[src/logic/p1g_pkg.sv]
// Package with the address map, reset values, field positions and carriers of the port.
package p1g_pkg;

    localparam int P1G_ADDR_W = 16;
    localparam int P1G_PORT_W = 8;

    localparam logic [15:0] P1G_OFF_LATCH = 16'hff01;
    localparam logic [15:0] P1G_OFF_DIR = 16'hff21;
    localparam logic [15:0] P1G_OFF_ALT = 16'hff41;
    localparam logic [15:0] P1G_OFF_PULLUP = 16'hff0e;

    localparam logic [7:0] P1G_LATCH_RST = 8'h00;
    localparam logic [7:0] P1G_DIR_RST = 8'hff;
    localparam logic [7:0] P1G_ALT_RST = 8'h00;
    localparam logic [7:0] P1G_PULLUP_RST = 8'h00;
    localparam logic [7:0] P1G_OE_N_RST = 8'hff;
    localparam logic [7:0] P1G_ZERO8 = 8'h00;

    localparam int P1G_ALT_PIN2_BIT = 2;
    localparam int P1G_ALT_PIN3_BIT = 3;
    localparam int P1G_ALT_PIN4_BIT = 4;
    localparam int P1G_PULLUP_GRP1_BIT = 1;

    localparam int P1G_PIN_PULSE0 = 0;
    localparam int P1G_PIN_PULSE1 = 1;
    localparam int P1G_PIN_SCLK = 2;
    localparam int P1G_PIN_RXD = 3;
    localparam int P1G_PIN_TXD = 4;

    typedef struct packed {
        logic [15:0] addr;
        logic [7:0] wrData;
        logic wrStrobe;
        logic rdStrobe;
    } p1g_bus_req_t;

    typedef struct packed {
        logic pulseOut0Enable;
        logic pulseOut1Enable;
        logic pulseOut0;
        logic pulseOut1;
        logic sio2SerialClockOut;
        logic sio2SerialClockDrive;
        logic uart2TransmitOut;
    } p1g_periph_drive_t;

    typedef struct packed {
        logic uart2BaudClockIn;
        logic uart2ReceiveIn;
        logic [7:0] pinLevel;
    } p1g_periph_sense_t;

endpackage

[src/logic/p1g_port_gpio.sv]
// Eight-bit port with output latch, direction control, alternate functions and pull-ups.
`timescale 1ns/100ps
`default_nettype none

// Functional notes
// - Eight pins with output latch; direction bit 1 is input, 0 output.
// - Reset makes every pin an input, buffers off; latch value undefined.
// - Software may read the level of any pin whose direction bit is 1, whatever its alternate function.
// - Pins 0 and 1 carry pulse outputs when their enables are set.
// - Pin 2 select bit routes baud clock or serial clock to pin 2.
// - Pin 3 select bit routes receive or serial data input to pin 3.
// - Pin 4 select bit routes transmit or serial data output to pin 4; the code drives only uart2TransmitOut there.
// - Pins 5 to 7 are always plain port pins under direction control.
// - Alternate select register at 0FF41H, reset 00H, three bits implemented.
// - Output pins drive latch value, reads return latch, value persists.
// - Writes load every latch bit; input bits read the pin level.
// - Switching a bit to output drives the stored latch value immediately.
// - Alternate mode carries peripheral signal regardless of direction, per pin.
// - Peripheral output read: pin level if direction 1, internal signal if 0.
// - Peripheral input with direction 1 reads the pin level.
// - Pull-up on only when group option bit and direction bit are 1.
// - Pull-up also applies to peripheral outputs; clear direction to avoid.
// - Bit instructions do full 8-bit read-modify-write; software must take care.
module p1g_port_gpio
    import p1g_pkg::*;
(
    input wire logic ref_clk,
    input wire logic rst,
    input wire logic clkEn,
    input wire p1g_pkg::p1g_bus_req_t busReq,
    output logic [7:0] rdData,
    input wire logic [7:0] padIn,
    output logic [7:0] padOut,
    output logic [7:0] padOe_n,
    output logic [7:0] pullupEn,
    input wire p1g_pkg::p1g_periph_drive_t periphDrive,
    output p1g_pkg::p1g_periph_sense_t periphSense
);

    import p1g_pkg::*;

    // A low clock enable freezes every register below, the pad filter too,
    // so a pad that changes while the block is frozen is seen only once the
    // enable returns; a short pulse in that time is lost.

    // Software-visible state.
    logic [7:0] latch_q;
    logic [7:0] latch_d;
    logic [7:0] dir_q;
    logic [7:0] dir_d;
    logic [2:0] altSel_q;
    logic [2:0] altSel_d;
    logic pullupOpt_q;
    logic pullupOpt_d;

    // Pin input conditioning.
    logic [7:0] padSync1_q;
    logic [7:0] padSync2_q;
    logic [7:0] padSync3_q;
    logic [7:0] padLevel_q;
    logic [7:0] padLevel_d;
    logic [7:0] padAgree;

    // Per-pin view of the alternate functions.
    logic [7:0] altMode;
    logic [7:0] altDrive;
    logic [7:0] altValue;

    // Next values of the registered outputs.
    logic [7:0] padOut_d;
    logic [7:0] padOe_n_d;
    logic [7:0] pullupEn_d;
    logic [7:0] portRead;
    logic [7:0] rdData_d;

    // Address decode. The latch, direction, alternate select and pull-up option
    // offsets all live in the package, so that a system map can move any of
    // them. An address that hits none of
    // them writes nothing and reads as zero.
    logic hitLatch;
    logic hitDir;
    logic hitAlt;
    logic hitPullup;

    assign hitLatch = busReq.addr == P1G_OFF_LATCH;
    assign hitDir = busReq.addr == P1G_OFF_DIR;
    assign hitAlt = busReq.addr == P1G_OFF_ALT;
    assign hitPullup = busReq.addr == P1G_OFF_PULLUP;

    // A write loads all eight latch bits, whatever mode each pin is in, so a
    // bit-level read-modify-write by software rewrites input-mode bits with
    // the pin level it read back.
    always_comb
    begin
        latch_d = latch_q;
        if (busReq.wrStrobe && hitLatch)
        begin
            latch_d = busReq.wrData;
        end
    end

    // The latch is cleared on reset only to keep unknowns out of simulation.
    // Software must still treat its content as undefined until it writes it,
    // because a pin switched to output right after reset drives whatever the
    // latch holds.
    always_ff @(posedge ref_clk or posedge rst)
    begin
        if (rst)
        begin
            latch_q <= P1G_LATCH_RST;
        end
        else if (clkEn)
        begin
            latch_q <= latch_d;
        end
    end

    always_comb
    begin
        dir_d = dir_q;
        if (busReq.wrStrobe && hitDir)
        begin
            dir_d = busReq.wrData;
        end
    end

    always_ff @(posedge ref_clk or posedge rst)
    begin
        if (rst)
        begin
            dir_q <= P1G_DIR_RST;
        end
        else if (clkEn)
        begin
            dir_q <= dir_d;
        end
    end

    always_comb
    begin
        altSel_d = altSel_q;
        if (busReq.wrStrobe && hitAlt)
        begin
            altSel_d = busReq.wrData[P1G_ALT_PIN4_BIT:P1G_ALT_PIN2_BIT];
        end
    end

    always_ff @(posedge ref_clk or posedge rst)
    begin
        if (rst)
        begin
            altSel_q <= P1G_ALT_RST[P1G_ALT_PIN4_BIT:P1G_ALT_PIN2_BIT];
        end
        else if (clkEn)
        begin
            altSel_q <= altSel_d;
        end
    end

    always_comb
    begin
        pullupOpt_d = pullupOpt_q;
        if (busReq.wrStrobe && hitPullup)
        begin
            pullupOpt_d = busReq.wrData[P1G_PULLUP_GRP1_BIT];
        end
    end

    always_ff @(posedge ref_clk or posedge rst)
    begin
        if (rst)
        begin
            pullupOpt_q <= P1G_PULLUP_RST[P1G_PULLUP_GRP1_BIT];
        end
        else if (clkEn)
        begin
            pullupOpt_q <= pullupOpt_d;
        end
    end

    // Three-stage synchroniser; a new level is accepted only when stages two
    // and three agree, which rejects a single-cycle glitch on the pad.
    // The first stage feeds nothing but the second, so it may go metastable.
    always_ff @(posedge ref_clk or posedge rst)
    begin
        if (rst)
        begin
            padSync1_q <= P1G_ZERO8;
            padSync2_q <= P1G_ZERO8;
            padSync3_q <= P1G_ZERO8;
        end
        else if (clkEn)
        begin
            padSync1_q <= padIn;
            padSync2_q <= padSync1_q;
            padSync3_q <= padSync2_q;
        end
    end

    // The filtered level starts at zero after reset, so a pad that is already
    // high shows up as a rising change four edges later; a peripheral that
    // counts edges must not be enabled before then.
    always_comb
    begin
        padAgree = ~(padSync2_q ^ padSync3_q);
        padLevel_d = (padSync2_q & padAgree) | (padLevel_q & ~padAgree);
    end

    always_ff @(posedge ref_clk or posedge rst)
    begin
        if (rst)
        begin
            padLevel_q <= P1G_ZERO8;
        end
        else if (clkEn)
        begin
            padLevel_q <= padLevel_d;
        end
    end

    // Which pins are handed to a peripheral, whether the peripheral drives
    // them, and with what value.
    always_comb
    begin
        altMode = P1G_ZERO8;
        altMode[P1G_PIN_PULSE0] = periphDrive.pulseOut0Enable;
        altMode[P1G_PIN_PULSE1] = periphDrive.pulseOut1Enable;
        altMode[P1G_PIN_SCLK] = altSel_q[P1G_ALT_PIN2_BIT - P1G_ALT_PIN2_BIT];
        altMode[P1G_PIN_RXD] = altSel_q[P1G_ALT_PIN3_BIT - P1G_ALT_PIN2_BIT];
        altMode[P1G_PIN_TXD] = altSel_q[P1G_ALT_PIN4_BIT - P1G_ALT_PIN2_BIT];

        // Pin 3 is never driven here, since both of its peripheral uses are
        // inputs; pin 2 is driven only while the serial block is clock master.
        altDrive = P1G_ZERO8;
        altDrive[P1G_PIN_PULSE0] = 1'b1;
        altDrive[P1G_PIN_PULSE1] = 1'b1;
        altDrive[P1G_PIN_SCLK] = periphDrive.sio2SerialClockDrive;
        altDrive[P1G_PIN_RXD] = 1'b0;
        altDrive[P1G_PIN_TXD] = 1'b1;

        altValue = P1G_ZERO8;
        altValue[P1G_PIN_PULSE0] = periphDrive.pulseOut0;
        altValue[P1G_PIN_PULSE1] = periphDrive.pulseOut1;
        altValue[P1G_PIN_SCLK] = periphDrive.sio2SerialClockOut;
        altValue[P1G_PIN_TXD] = periphDrive.uart2TransmitOut;
    end

    // Pin drive and read-back per bit. The serial clock pin counts as a
    // peripheral output only while the serial block drives it. A driven
    // peripheral pin with direction bit 0 reads back the internal signal, so
    // software sees what the peripheral means to send even if the board
    // overloads the pad; with direction bit 1, or on a pin the peripheral
    // only listens to, the filtered pad level comes back instead.
    always_comb
    begin
        padOut_d = P1G_ZERO8;
        padOe_n_d = P1G_OE_N_RST;
        portRead = P1G_ZERO8;
        for (int i = 0; i < P1G_PORT_W; i++)
        begin
            if (altMode[i])
            begin
                padOut_d[i] = altValue[i];
                padOe_n_d[i] = ~altDrive[i];
                if (dir_q[i] || !altDrive[i])
                begin
                    portRead[i] = padLevel_q[i];
                end
                else
                begin
                    portRead[i] = altValue[i];
                end
            end
            else
            begin
                padOut_d[i] = latch_q[i];
                padOe_n_d[i] = dir_q[i];
                if (dir_q[i])
                begin
                    portRead[i] = padLevel_q[i];
                end
                else
                begin
                    portRead[i] = latch_q[i];
                end
            end
        end
    end

    // Pull-ups follow the direction bit even for pins a peripheral drives.
    // Software that wants no pull-up on such a pin has to clear its direction
    // bit, which does not take the pin away from the peripheral.
    always_comb
    begin
        pullupEn_d = {P1G_PORT_W{pullupOpt_q}} & dir_q;
    end

    always_ff @(posedge ref_clk or posedge rst)
    begin
        if (rst)
        begin
            padOut <= P1G_ZERO8;
            padOe_n <= P1G_OE_N_RST;
            pullupEn <= P1G_ZERO8;
        end
        else if (clkEn)
        begin
            padOut <= padOut_d;
            padOe_n <= padOe_n_d;
            pullupEn <= pullupEn_d;
        end
    end

    // Pin levels go back to the serial block whether or not it owns the pin.
    // The bundle is registered, so it trails the filtered level by one edge.
    always_ff @(posedge ref_clk or posedge rst)
    begin
        if (rst)
        begin
            periphSense <= '0;
        end
        else if (clkEn)
        begin
            periphSense.uart2BaudClockIn <= padLevel_q[P1G_PIN_SCLK];
            periphSense.uart2ReceiveIn <= padLevel_q[P1G_PIN_RXD];
            periphSense.pinLevel <= padLevel_q;
        end
    end

    // Read data stand for exactly one cycle and are zero otherwise, so an
    // unmapped address and an idle bus both read as zero.
    // While the clock enable is low the last reply stays on the port and a
    // strobe is dropped, so a master must not stall the block mid-access.
    always_comb
    begin
        rdData_d = P1G_ZERO8;
        if (busReq.rdStrobe)
        begin
            if (hitLatch)
            begin
                rdData_d = portRead;
            end
            else if (hitDir)
            begin
                rdData_d = dir_q;
            end
            else if (hitAlt)
            begin
                rdData_d[P1G_ALT_PIN4_BIT:P1G_ALT_PIN2_BIT] = altSel_q;
            end
            else if (hitPullup)
            begin
                rdData_d[P1G_PULLUP_GRP1_BIT] = pullupOpt_q;
            end
        end
    end

    always_ff @(posedge ref_clk or posedge rst)
    begin
        if (rst)
        begin
            rdData <= P1G_ZERO8;
        end
        else if (clkEn)
        begin
            rdData <= rdData_d;
        end
    end

endmodule // p1g_port_gpio

`default_nettype wire

[config.mk]
export PLATFORM = sky130hd
export DESIGN_NAME = p1g_port_gpio
export DESIGN_NICKNAME = d
export VERILOG_FILES = /design/src/logic/p1g_pkg.sv /design/src/logic/p1g_port_gpio.sv
export SDC_FILE = /design/constraint.sdc
export NUM_CORES = 1
export LEC_CHECK = 0
export BUFFER_PORTS_ARGS = -buffer_cell sky130_fd_sc_hd__buf_2
export CORE_UTILIZATION = 29
export DETAILED_ROUTE_END_ITERATION = 6
export SLEW_MARGIN = 20
export SYNTH_ARGS = -nofsm -noshare
export SYNTH_HDL_FRONTEND = slang
export SYNTH_SLANG_ARGS = --single-unit
[constraint.sdc]
create_clock -name ref_clk -period 6.6 [get_ports ref_clk]
set_input_delay 1.32 -clock ref_clk [delete_from_list [all_inputs] [get_ports ref_clk]]
set_output_delay 1.32 -clock ref_clk [all_outputs]
set_load 0.02 [all_outputs]
==> Yosys cells after proc, flatten, opt, wreduce, memory -nomap -nowiden <==
Index checks and enable logic that the tools add are counted.
{ "word_totals": {"in_bits": 44, "regBits": 94} }
{ "op_classes": {"mux": 35, "n_reduce_logical": 10, "bitwise_logic": 8, "eq_ne": 4} }
{ "ops": {"columns": ["op", "count"], "rows": [
  ["$eq A16 B16 Y1 const B", 4],
  ["$mux W1", 30],
  ["$and A8 B8 Y8", 3],
  ["$mux W8", 2],
  ["$not A8 Y8", 2],
  ["$or A8 B8 Y8", 1],
  ["$reduce_and A2 Y1", 4],
  ["$xor A8 B8 Y8", 1],
  ["$mux W3", 2],
  ["$logic_and A1 B1 Y1", 4],
  ["$mux W4", 1],
  ["$logic_not A1 Y1", 1],
  ["$logic_or A1 B1 Y1", 1],
  ["$not A1 Y1", 1]
]} }

==> Depth between registers and ports, before layout <==
Gate-level depths: netlist (run 1).
{ "depth": {"word_depth": 6, "depth_mapped": 5, "ltp_nobuf": 4} }

==> Least setup slack after synthesis (run 1) <==
Ideal clock, no wire load.
{ "synth_timing": {"path_kind": "input port to flip-flop", "start": "input busReq[15] (netlist name)", "end": "register latch_q[0]", "path_stages": 5, "arrival_time_ns": 2.873, "path_buffers": 1, "path_slack_ns": 3.602, "cell_sequence": "or4_4 nor4_4 and3_1 buf_6 mux2_2"} }
{ "synth_via": {"elab_chain_len": 3} }
{ "synth_rtl": {"columns": ["item", "line", "text"], "rows": [
  ["from (decl)", "p1g_port_gpio.sv:30", "input wire p1g_pkg::p1g_bus_req_t busReq,"],
  ["$eq A16 B16 Y1", "p1g_port_gpio.sv:85", "assign hitLatch = busReq.addr == P1G_OFF_LATCH;"],
  ["$logic_and A1 B1 Y1", "p1g_port_gpio.sv:96", "if (busReq.wrStrobe && hitLatch)"],
  ["$reduce_and A2 Y1 (no line)", null, null],
  ["to (signal assigned)", "p1g_port_gpio.sv:114", "latch_q <= latch_d;"],
  ["to (decl)", "p1g_port_gpio.sv:47", "logic [7:0] latch_q;"]
]} }
No other way between the ends.
A chain may end at the register's enable or synchronous reset.

==> Worst setup path in the final report (run 1) <==
{ "layout_timing": {"start": "input busReq[15] (netlist name)", "end": "register latch_q[4]"} }
Same word-level chain as after synthesis.

==> results of run 1 <==
worst reg2reg max path, delay by kind of cell, from the launching register on:
kind,cells,cell delay (ps)
simple gates,1,70
flops,1,600
compound gates,3,630
kinds of logic after synthesis:
group                  Yosys count  share of synthesized area [%]
and+or+nand+nor                 67                          10.01
muxes                           57                          16.36
buffers and inverters           29                          3.175
DFF                             92                          59.53
AOI/OAI and AO/OA               68                          10.94
cell type report:
class                           count  area (um^2)  area share, %
Inverter                           12        46.29         0.9640
Tap cell                          176        220.2          4.586
Multi-Input combinational cell    192         1455          30.30
Clock inverter                      6        88.84          1.850
Sequential cell                    92         2322          48.36
Timing Repair Buffer               87        440.4          9.171
Clock buffer                       10        229.0          4.768
flip-flops by register name, indices dropped and copies added (netlist names), named ones only:
register     count
dir_q            8
latch_q          8
padOe_n          8
padOut           8
padSync1_q       8
padSync2_q       8
padSync3_q       8
periphSense      8
pullupEn         8
rdData           8
altSel_q         3
pullupOpt_q      1
per-layer routing:
layer / track usage, % / part of all wire, % / vias to the layer above
met4: 3.766 / 1.7 / 0
met1: 18.08 / 46 / 1330
met2: 21.43 / 47 / 74
met5: 0 / 0 / -
li1: - / - / 1297
met3: 5.281 / 6.1 / 11
metrics by stage:
step           power [mW]  utilization [%]  instance area (um^2)
6_report            1.424            36.41                  4802
5_1_grt             1.492            36.41                  4802
4_1_cts             1.440            36.41                  4802
3_5_place_dp       0.8890            34.00                  4484
3_3_place_gp       0.8794            34.00                  4484
2_1_floorplan      0.8093                -                  3901
final timing paths:
path                             from             to  slack (ps)
max                        busReq[15]     latch_q[4]        3380
min                        padOe_n[1]     padOe_n[1]         470
max reg2reg                  dir_q[2]      rdData[2]        5240
min reg2reg                padOe_n[1]     padOe_n[1]         470
max in group asynchronous         rst    pullupEn[0]        4410
min in group asynchronous         rst  padSync1_q[1]        1030
power groups by stage:
stage	clock network (mW)	registers, mW	logic (mW)
2_1_floorplan	0	0.706	0.103
3_3_place_gp	0	0.693	0.187
3_5_place_dp	0	0.697	0.192
4_1_cts	0.560	0.688	0.192
5_1_grt	0.586	0.697	0.209
6_report	0.549	0.686	0.188
cell usage after synthesis, types with 3 or more instances:
library cell,number
nand2_1,20
nor2_1,14
buf_1,5
a22o_1,12
nor3_1,3
o2bb2ai_1,3
nand4_1,4
a21oi_1,15
mux2_2,54
nand3_1,5
dfstp_2,16
nor2b_1,3
o21ai_0,29
clkbuf_1,9
nand4b_1,3
mux2i_1,3
dfrtp_1,76
inv_1,12
==> impl_metrics.toml, run 1 <==
[global_route]
gr-total-overflow = 0
grtUsageTotal_pct = 13.86
grt_pass1_wl_mm = 14.96
antenna_found_initial = 0
grt_pass1_vias = 2811
grt_start_max_net_pins = 74

[detailed_routing]
drtAntennaViolNets = 0
routed_wl_mm = 9.074
via_per_inst = 4.717
vias = 2712
wire_per_inst_um = 15.78
firstDrtPassIters = 4
drc = 0
first_iter_violations = 123

[final_layout]
fin_nets = 438
final_cells = 575
syn_to_final_growth_pct = 23.09
layout-drive-gt1-share_pct = 44.86
mostFrequentLayoutCell = "buf_2"
layout_common_cells = "buf_2 (85), dfrtp_1 (76), mux2_2 (54)"
diodes = 0
nFillCells = 1310

[yosys]
async_flop_share_pct = 100.0
yosysUniqueCellTypes = 39
syn_nets = 357
synth.area.top_cells = "dfrtp_1 (49%), mux2_2 (16%), dfstp_2 (11%)"
ys.warnings.count = 0
synthFlopType = "dfrtp_1"
syn_inst = 313
synth_top_area_cell = "dfrtp_1"
ys_seq_area_share_pct = 59.53
syn-cell-area_mm2 = 0.003901
syn_avg_cell_area_um2 = 12.46
synth_seq_cells = 92
synth_edf_count = 0
netlist.area_leader.share_pct = 48.75

[floorplanning]
rows = 42
ioPinCount = 86
die_w_um = 118.0
coreArea_mm2 = 0.01319
die_area_mm2 = 0.01392
die_h_um = 118.0
start_util_pct = 29.58

[setup_path]
cp_top_family = "simple AND/OR/NAND/NOR gates"
critical_path_class = "in -> reg"
path_max_fanout = 11
required_ps = 6830
cpPeakStageDelay_ps = 590
critPathArrivalTime_ps = 3450
cp-end-kind = "flip-flop"
cpMaxStageDelayCell = "or4_4"
r2r_cells = 4
critPathBufInv = 1
cp-start-kind = "input pin"
path_cells = "buf_2 > or4_4 > nor4_4 > and3_1 > mux2_2"
crit_cells = 5

[sta]
tightest_slew_ps = 1015
skew_ps = 10.10
drv_slew = 0
rsz0062_at_grt = "no"
fin_ws_ps = 3379
max_freq_mhz = 310.5
max-slew-margin-rel_pct = 32.25
setup_viol = 0
fin_crit_sh_pct = 48.80
fin_crit_ps = 3221
whs_ps = 473.9
hold_viol = 0
setup_tns_ps = 0

[power_and_ir_drop]
swShare_pct = 26.92
power_density_mw_per_mm2 = 296.5
ir_drop_v = 0.0001722
pwr-share-comb_pct = 13.2
p_clk_share_pct = 38.6
total_leakage_power_nw = 2.236
intPower_mw = 1.040
p_seq_share_pct = 48.2
p_sw_mw = 0.3833

[cts]
cts_buffers = 9
post_cts_resize_count = 0
cts_tree = "yes"
cts.sinks = 92
htreeDepth = 3
cts_hold_repair.buffers = 0
clk_pin_slew_ps = 70
max-clock-path-buffers = 2
postCtsSetupBuffers = 0
clock_latency_ps = 350
cts-root-buf = "clkbuf_16"

[placement]
hpwl_mm = 6.471
port_buffers = 85
pre_cts_ws_ps = 3011
dp.cells = 559
routabilityCongestion = 0.8377

[hold_path]
holdPathStages = 1
hold_class = "reg -> reg"

[run_status]
status = "finished clean"

[flow_run]
drv_cap = 0
Power figures use the tool's default switching activity.
==> run 2: changes to the inputs <==
- clock period: 6.6 -> 3.28 ns (I/O delays scaled with it)
==> impl_metrics.toml, run 2 (synthesis results as in run 1) <==
[setup_path]
path_cells = "buf_2 > or4_4 > nor4_4 > and3_1 > mux2_2"
cpMaxStageDelayCell = "or4_4"
required_ps = 3490
path_max_fanout = 11
cp-end-kind = "flip-flop"
critical_path_class = "in -> reg"
cp-start-kind = "input pin"
cpPeakStageDelay_ps = 600
r2r_cells = 4
critPathArrivalTime_ps = 2480

[floorplanning]
die_h_um = 118.0
rows = 42
coreArea_mm2 = 0.01319
die_w_um = 118.0
ioPinCount = 86
start_util_pct = 29.58
die_area_mm2 = 0.01392

[final_layout]
mostFrequentLayoutCell = "buf_2"
layout_common_cells = "buf_2 (85), dfrtp_1 (76), mux2_2 (54)"
syn_to_final_growth_pct = 23.99
nFillCells = 1296
layout-drive-gt1-share_pct = 45.27
diodes = 0
final_cells = 578
fin_nets = 441

[sta]
setup_tns_ps = 0
tightest_slew_ps = 748.0
fin_crit_ps = 2266
max_freq_mhz = 441.4
setup_viol = 0
rsz0062_at_grt = "no"
drv_slew = 0
max-slew-margin-rel_pct = 49.72
hold_viol = 0
skew_ps = 4.851
fin_crit_sh_pct = 69.07
fin_ws_ps = 1014

[cts]
htreeDepth = 3
cts_hold_repair.buffers = 0
cts_buffers = 9
clock_latency_ps = 330
postCtsSetupBuffers = 0
max-clock-path-buffers = 2
cts_tree = "yes"
cts-root-buf = "clkbuf_16"
cts.sinks = 92
post_cts_resize_count = 0
clk_pin_slew_ps = 60

[placement]
dp.cells = 562
routabilityCongestion = 0.8063
hpwl_mm = 6.599
port_buffers = 85
pre_cts_ws_ps = 681.5

[global_route]
grt_start_max_net_pins = 93
grtUsageTotal_pct = 13.60
grt_pass1_wl_mm = 14.77
gr-usage-met3_pct = 2.907
antenna_found_initial = 0
grt_busiest_layer = "met2"
gr-total-overflow = 0
met2_usage_pct = 21.80
use_met1_pct = 18.65
grt_pass1_vias = 2742

[detailed_routing]
via_per_inst = 4.737
first_iter_violations = 95
drc = 0
firstDrtPassIters = 4
drtAntennaViolNets = 0
routed_wl_mm = 9.097
vias = 2738
wire_per_inst_um = 15.74

[power_and_ir_drop]
swShare_pct = 26.72
p_clk_share_pct = 38.3
intPower_mw = 2.097
pwr-share-comb_pct = 13.6
p_sw_mw = 0.7648
total_leakage_power_nw = 2.256
ir_drop_v = 0.0002800
power_density_mw_per_mm2 = 591.7
p_seq_share_pct = 48.1

[hold_path]
hold_class = "in -> async"

[flow_run]
drv_cap = 0

[run_status]
status = "finished clean"
[run 2: changes by cell type in the layout (fill, tap and decap cells not counted), sizes merged]
cell | previous run | this run
buf | 87 | 90
[run 2: per-stage QoR]
stage	total power, mW	hold slack, ps	instance area, um^2	utilization [%]
final	2.862	417.1	4837	36.67
after global routing	2.997	468.8	4837	36.67
after CTS	2.905	440.2	4837	36.67
after detailed placement	1.793	464.5	4519	34.26
after global placement	1.772	463.0	4519	34.26
after floorplan	1.629	449.2	3901	-
[run 2: layer usage]
layer,up-vias,share of wire [%]
met3,7,4.2
li1,1300,-
met4,0,0.69
met1,1363,46
met5,-,0
met2,68,49
[run 2: critical path, delay by kind of cell]
kind,cells,cell delay [ps]
muxes,1,380
and+or+nand+nor,3,1260
buffers and inverters,1,180
[run 2: area by class of cell]
class | instances | area [um^2] | share of cell area (%)
Timing Repair Buffer | 90 | 475.5 | 9.829
Multi-Input combinational cell | 192 | 1455 | 30.08
Clock inverter | 6 | 88.84 | 1.837
Inverter | 12 | 46.29 | 0.9571
Clock buffer | 10 | 229.0 | 4.734
Sequential cell | 92 | 2322 | 48.01
Tap cell | 176 | 220.2 | 4.553
[run 2: worst paths after layout]
check | start | to | slack (ps)
worst max-delay path | busReq[15] | latch_q[1] | 1010
worst min-delay path | rst | periphSense[0] | 420
worst max register to register | dir_q[2] | rdData[2] | 1930
worst min register to register | padOe_n[1] | padOe_n[1] | 470
max in group asynchronous | rst | dir_q[4] | 2470
min in group ref_clk | padOe_n[1] | padOe_n[1] | 470
[run 2: power groups by stage]
stage | clock [mW] | sequential [mW] | combinational (mW)
after floorplan | 0 | 1.42 | 0.207
after global routing | 1.17 | 1.40 | 0.432
after detailed placement | 0 | 1.40 | 0.396
after global placement | 0 | 1.39 | 0.382
final | 1.10 | 1.38 | 0.389
after CTS | 1.13 | 1.38 | 0.397
==> run 3: changes to the inputs <==
- clock period: 3.28 -> 2 ns (I/O delays scaled with it)
==> impl_metrics.toml, run 3 (synthesis results as in run 1) <==
[setup_path]
cpMaxStageDelayCell = "or4_4"
cpPeakStageDelay_ps = 570
cp-end-kind = "flip-flop"
cp-start-kind = "input pin"
critical_path_class = "in -> reg"
path_max_fanout = 5
critPathBufInv = 2
cp_top_family = "simple AND/OR/NAND/NOR gates"
required_ps = 2230
path_cells = "buf_2 > or4_4 > nor4_4 > and3_1 > buf_4 > mux2_2"
critPathArrivalTime_ps = 2040

[run_status]
status = "complete, but fails checks"
violations = "DRC"

[detailed_routing]
drtAntennaViolNets = 0
firstDrtPassIters = 6
via_per_inst = 4.607
first_iter_violations = 129
drc = 1
wire_per_inst_um = 15.34
routed_wl_mm = 9.172
vias = 2755

[floorplanning]
rows = 42
ioPinCount = 86
die_h_um = 118.0
start_util_pct = 29.58
coreArea_mm2 = 0.01319
die_area_mm2 = 0.01392
die_w_um = 118.0

[global_route]
gr-total-overflow = 0
antenna_found_initial = 0
grt_pass1_vias = 2801
grtUsageTotal_pct = 14.01
met2_usage_pct = 21.14
grt_pass1_wl_mm = 14.95
grt_start_max_net_pins = 93
grt_busiest_layer = "met2"
gr-usage-met3_pct = 4.021
use_met1_pct = 18.87

[power_and_ir_drop]
total_power_mw = 4.470
ir_drop_v = 0.0003734
power_density_mw_per_mm2 = 903.3
total_leakage_power_nw = 2.332

[cts]
cts-root-buf = "clkbuf_16"
cts_tree = "yes"
cts.sinks = 92
clk_pin_slew_ps = 70
cts_hold_repair.buffers = 0
post_cts_resize_count = 0
max-clock-path-buffers = 2
cts_buffers = 9
postCtsSetupBuffers = 0
htreeDepth = 3
clock_latency_ps = 340

[sta]
drv_slew = 0
hold_viol = 0
setup_viol = 0
fin_crit_ps = 1805
fin_crit_sh_pct = 90.26
tightest_slew_ps = 481.7
rsz0062_at_grt = "no"
fin_ws_ps = 194.8
skew_ps = 6.907
max-slew-margin-rel_pct = 67.89
max_freq_mhz = 554.0
whs_ps = 187.0

[placement]
pre_cts_ws_ps = -164.1
port_buffers = 85
hpwl_mm = 6.750
routabilityCongestion = 0.7918
placed_area_mm2 = 0.004672

[final_layout]
final_area_mm2 = 0.004949
syn_to_final_growth_pct = 26.84
nFillCells = 1287
mostFrequentLayoutCell = "buf_2"
layout-drive-gt1-share_pct = 48.10
fin_nets = 461
layout_common_cells = "buf_2 (85), dfrtp_1 (76), mux2_2 (54)"
diodes = 0

[hold_path]
hold_class = "in -> async"

[flow_run]
drv_cap = 0
[run 3: cell count changes in the layout (fill, tap and decap cells not counted), sizes merged]
cell | previous run | this run
buf | 90 | 110
bufinv | 2 | 0
clkbuf | 10 | 9
clkinv | 3 | 4
clkinvlp | 2 | 3
inv | 11 | 12
[run 3: per-stage QoR]
| stage | util (%) | std cells | TNS, ps |
|---|---|---|---|
| 3_5_place_dp | 35.42 | 582 | -1931 |
| 2_1_floorplan | - | 313 | -626.0 |
| 4_1_cts | 37.52 | 598 | 0 |
| 5_1_grt | 37.52 | 598 | 0 |
| 3_3_place_gp | 35.42 | 582 | -1188 |
| 6_report | 37.52 | 598 | 0 |
[run 3: path summary, 6_finish.rpt]
path	start	end	slack [ps]	cells after the start
worst max register to register	dir_q[2]	rdData[2]	630	4
max in group asynchronous	rst	padOe_n[1]	1420	3
worst min-delay path	rst	periphSense[0]	190	3
worst min register to register	padOe_n[1]	padOe_n[1]	480	1
min in group ref_clk	periphDrive[5]	padOe_n[1]	220	2
worst max-delay path	busReq[15]	latch_q[2]	190	6
[run 3: area by class of cell]
cell class	count	area (um^2)	area share (%)
Multi-Input combinational cell	192	1455	29.41
Clock buffer	9	225.2	4.551
Inverter	12	48.80	0.9861
Tap cell	176	220.2	4.450
Clock inverter	7	51.30	1.037
Timing Repair Buffer	110	625.6	12.64
Sequential cell	92	2322	46.93
[run 3: layer usage]
layer | up-vias | part of all wire, %
li1 | 1345 | -
met4 | 0 | 1.7
met2 | 64 | 46
met1 | 1336 | 47
met5 | - | 0
met3 | 10 | 5.0
[run 3: report_power, final]
group | switching (mW) | leakage (nW) | internal, mW
sequential | 0.170 | 1.13 | 2.08
combinational | 0.374 | 1.07 | 0.278
clock | 0.724 | 0.132 | 0.845
total | 1.27 | 2.33 | 3.20
[run 3: tightest hold or removal path, cell delays in order]
cell        delay (ps)
buf_2              110
clkinvlp_4          70
buf_12             380
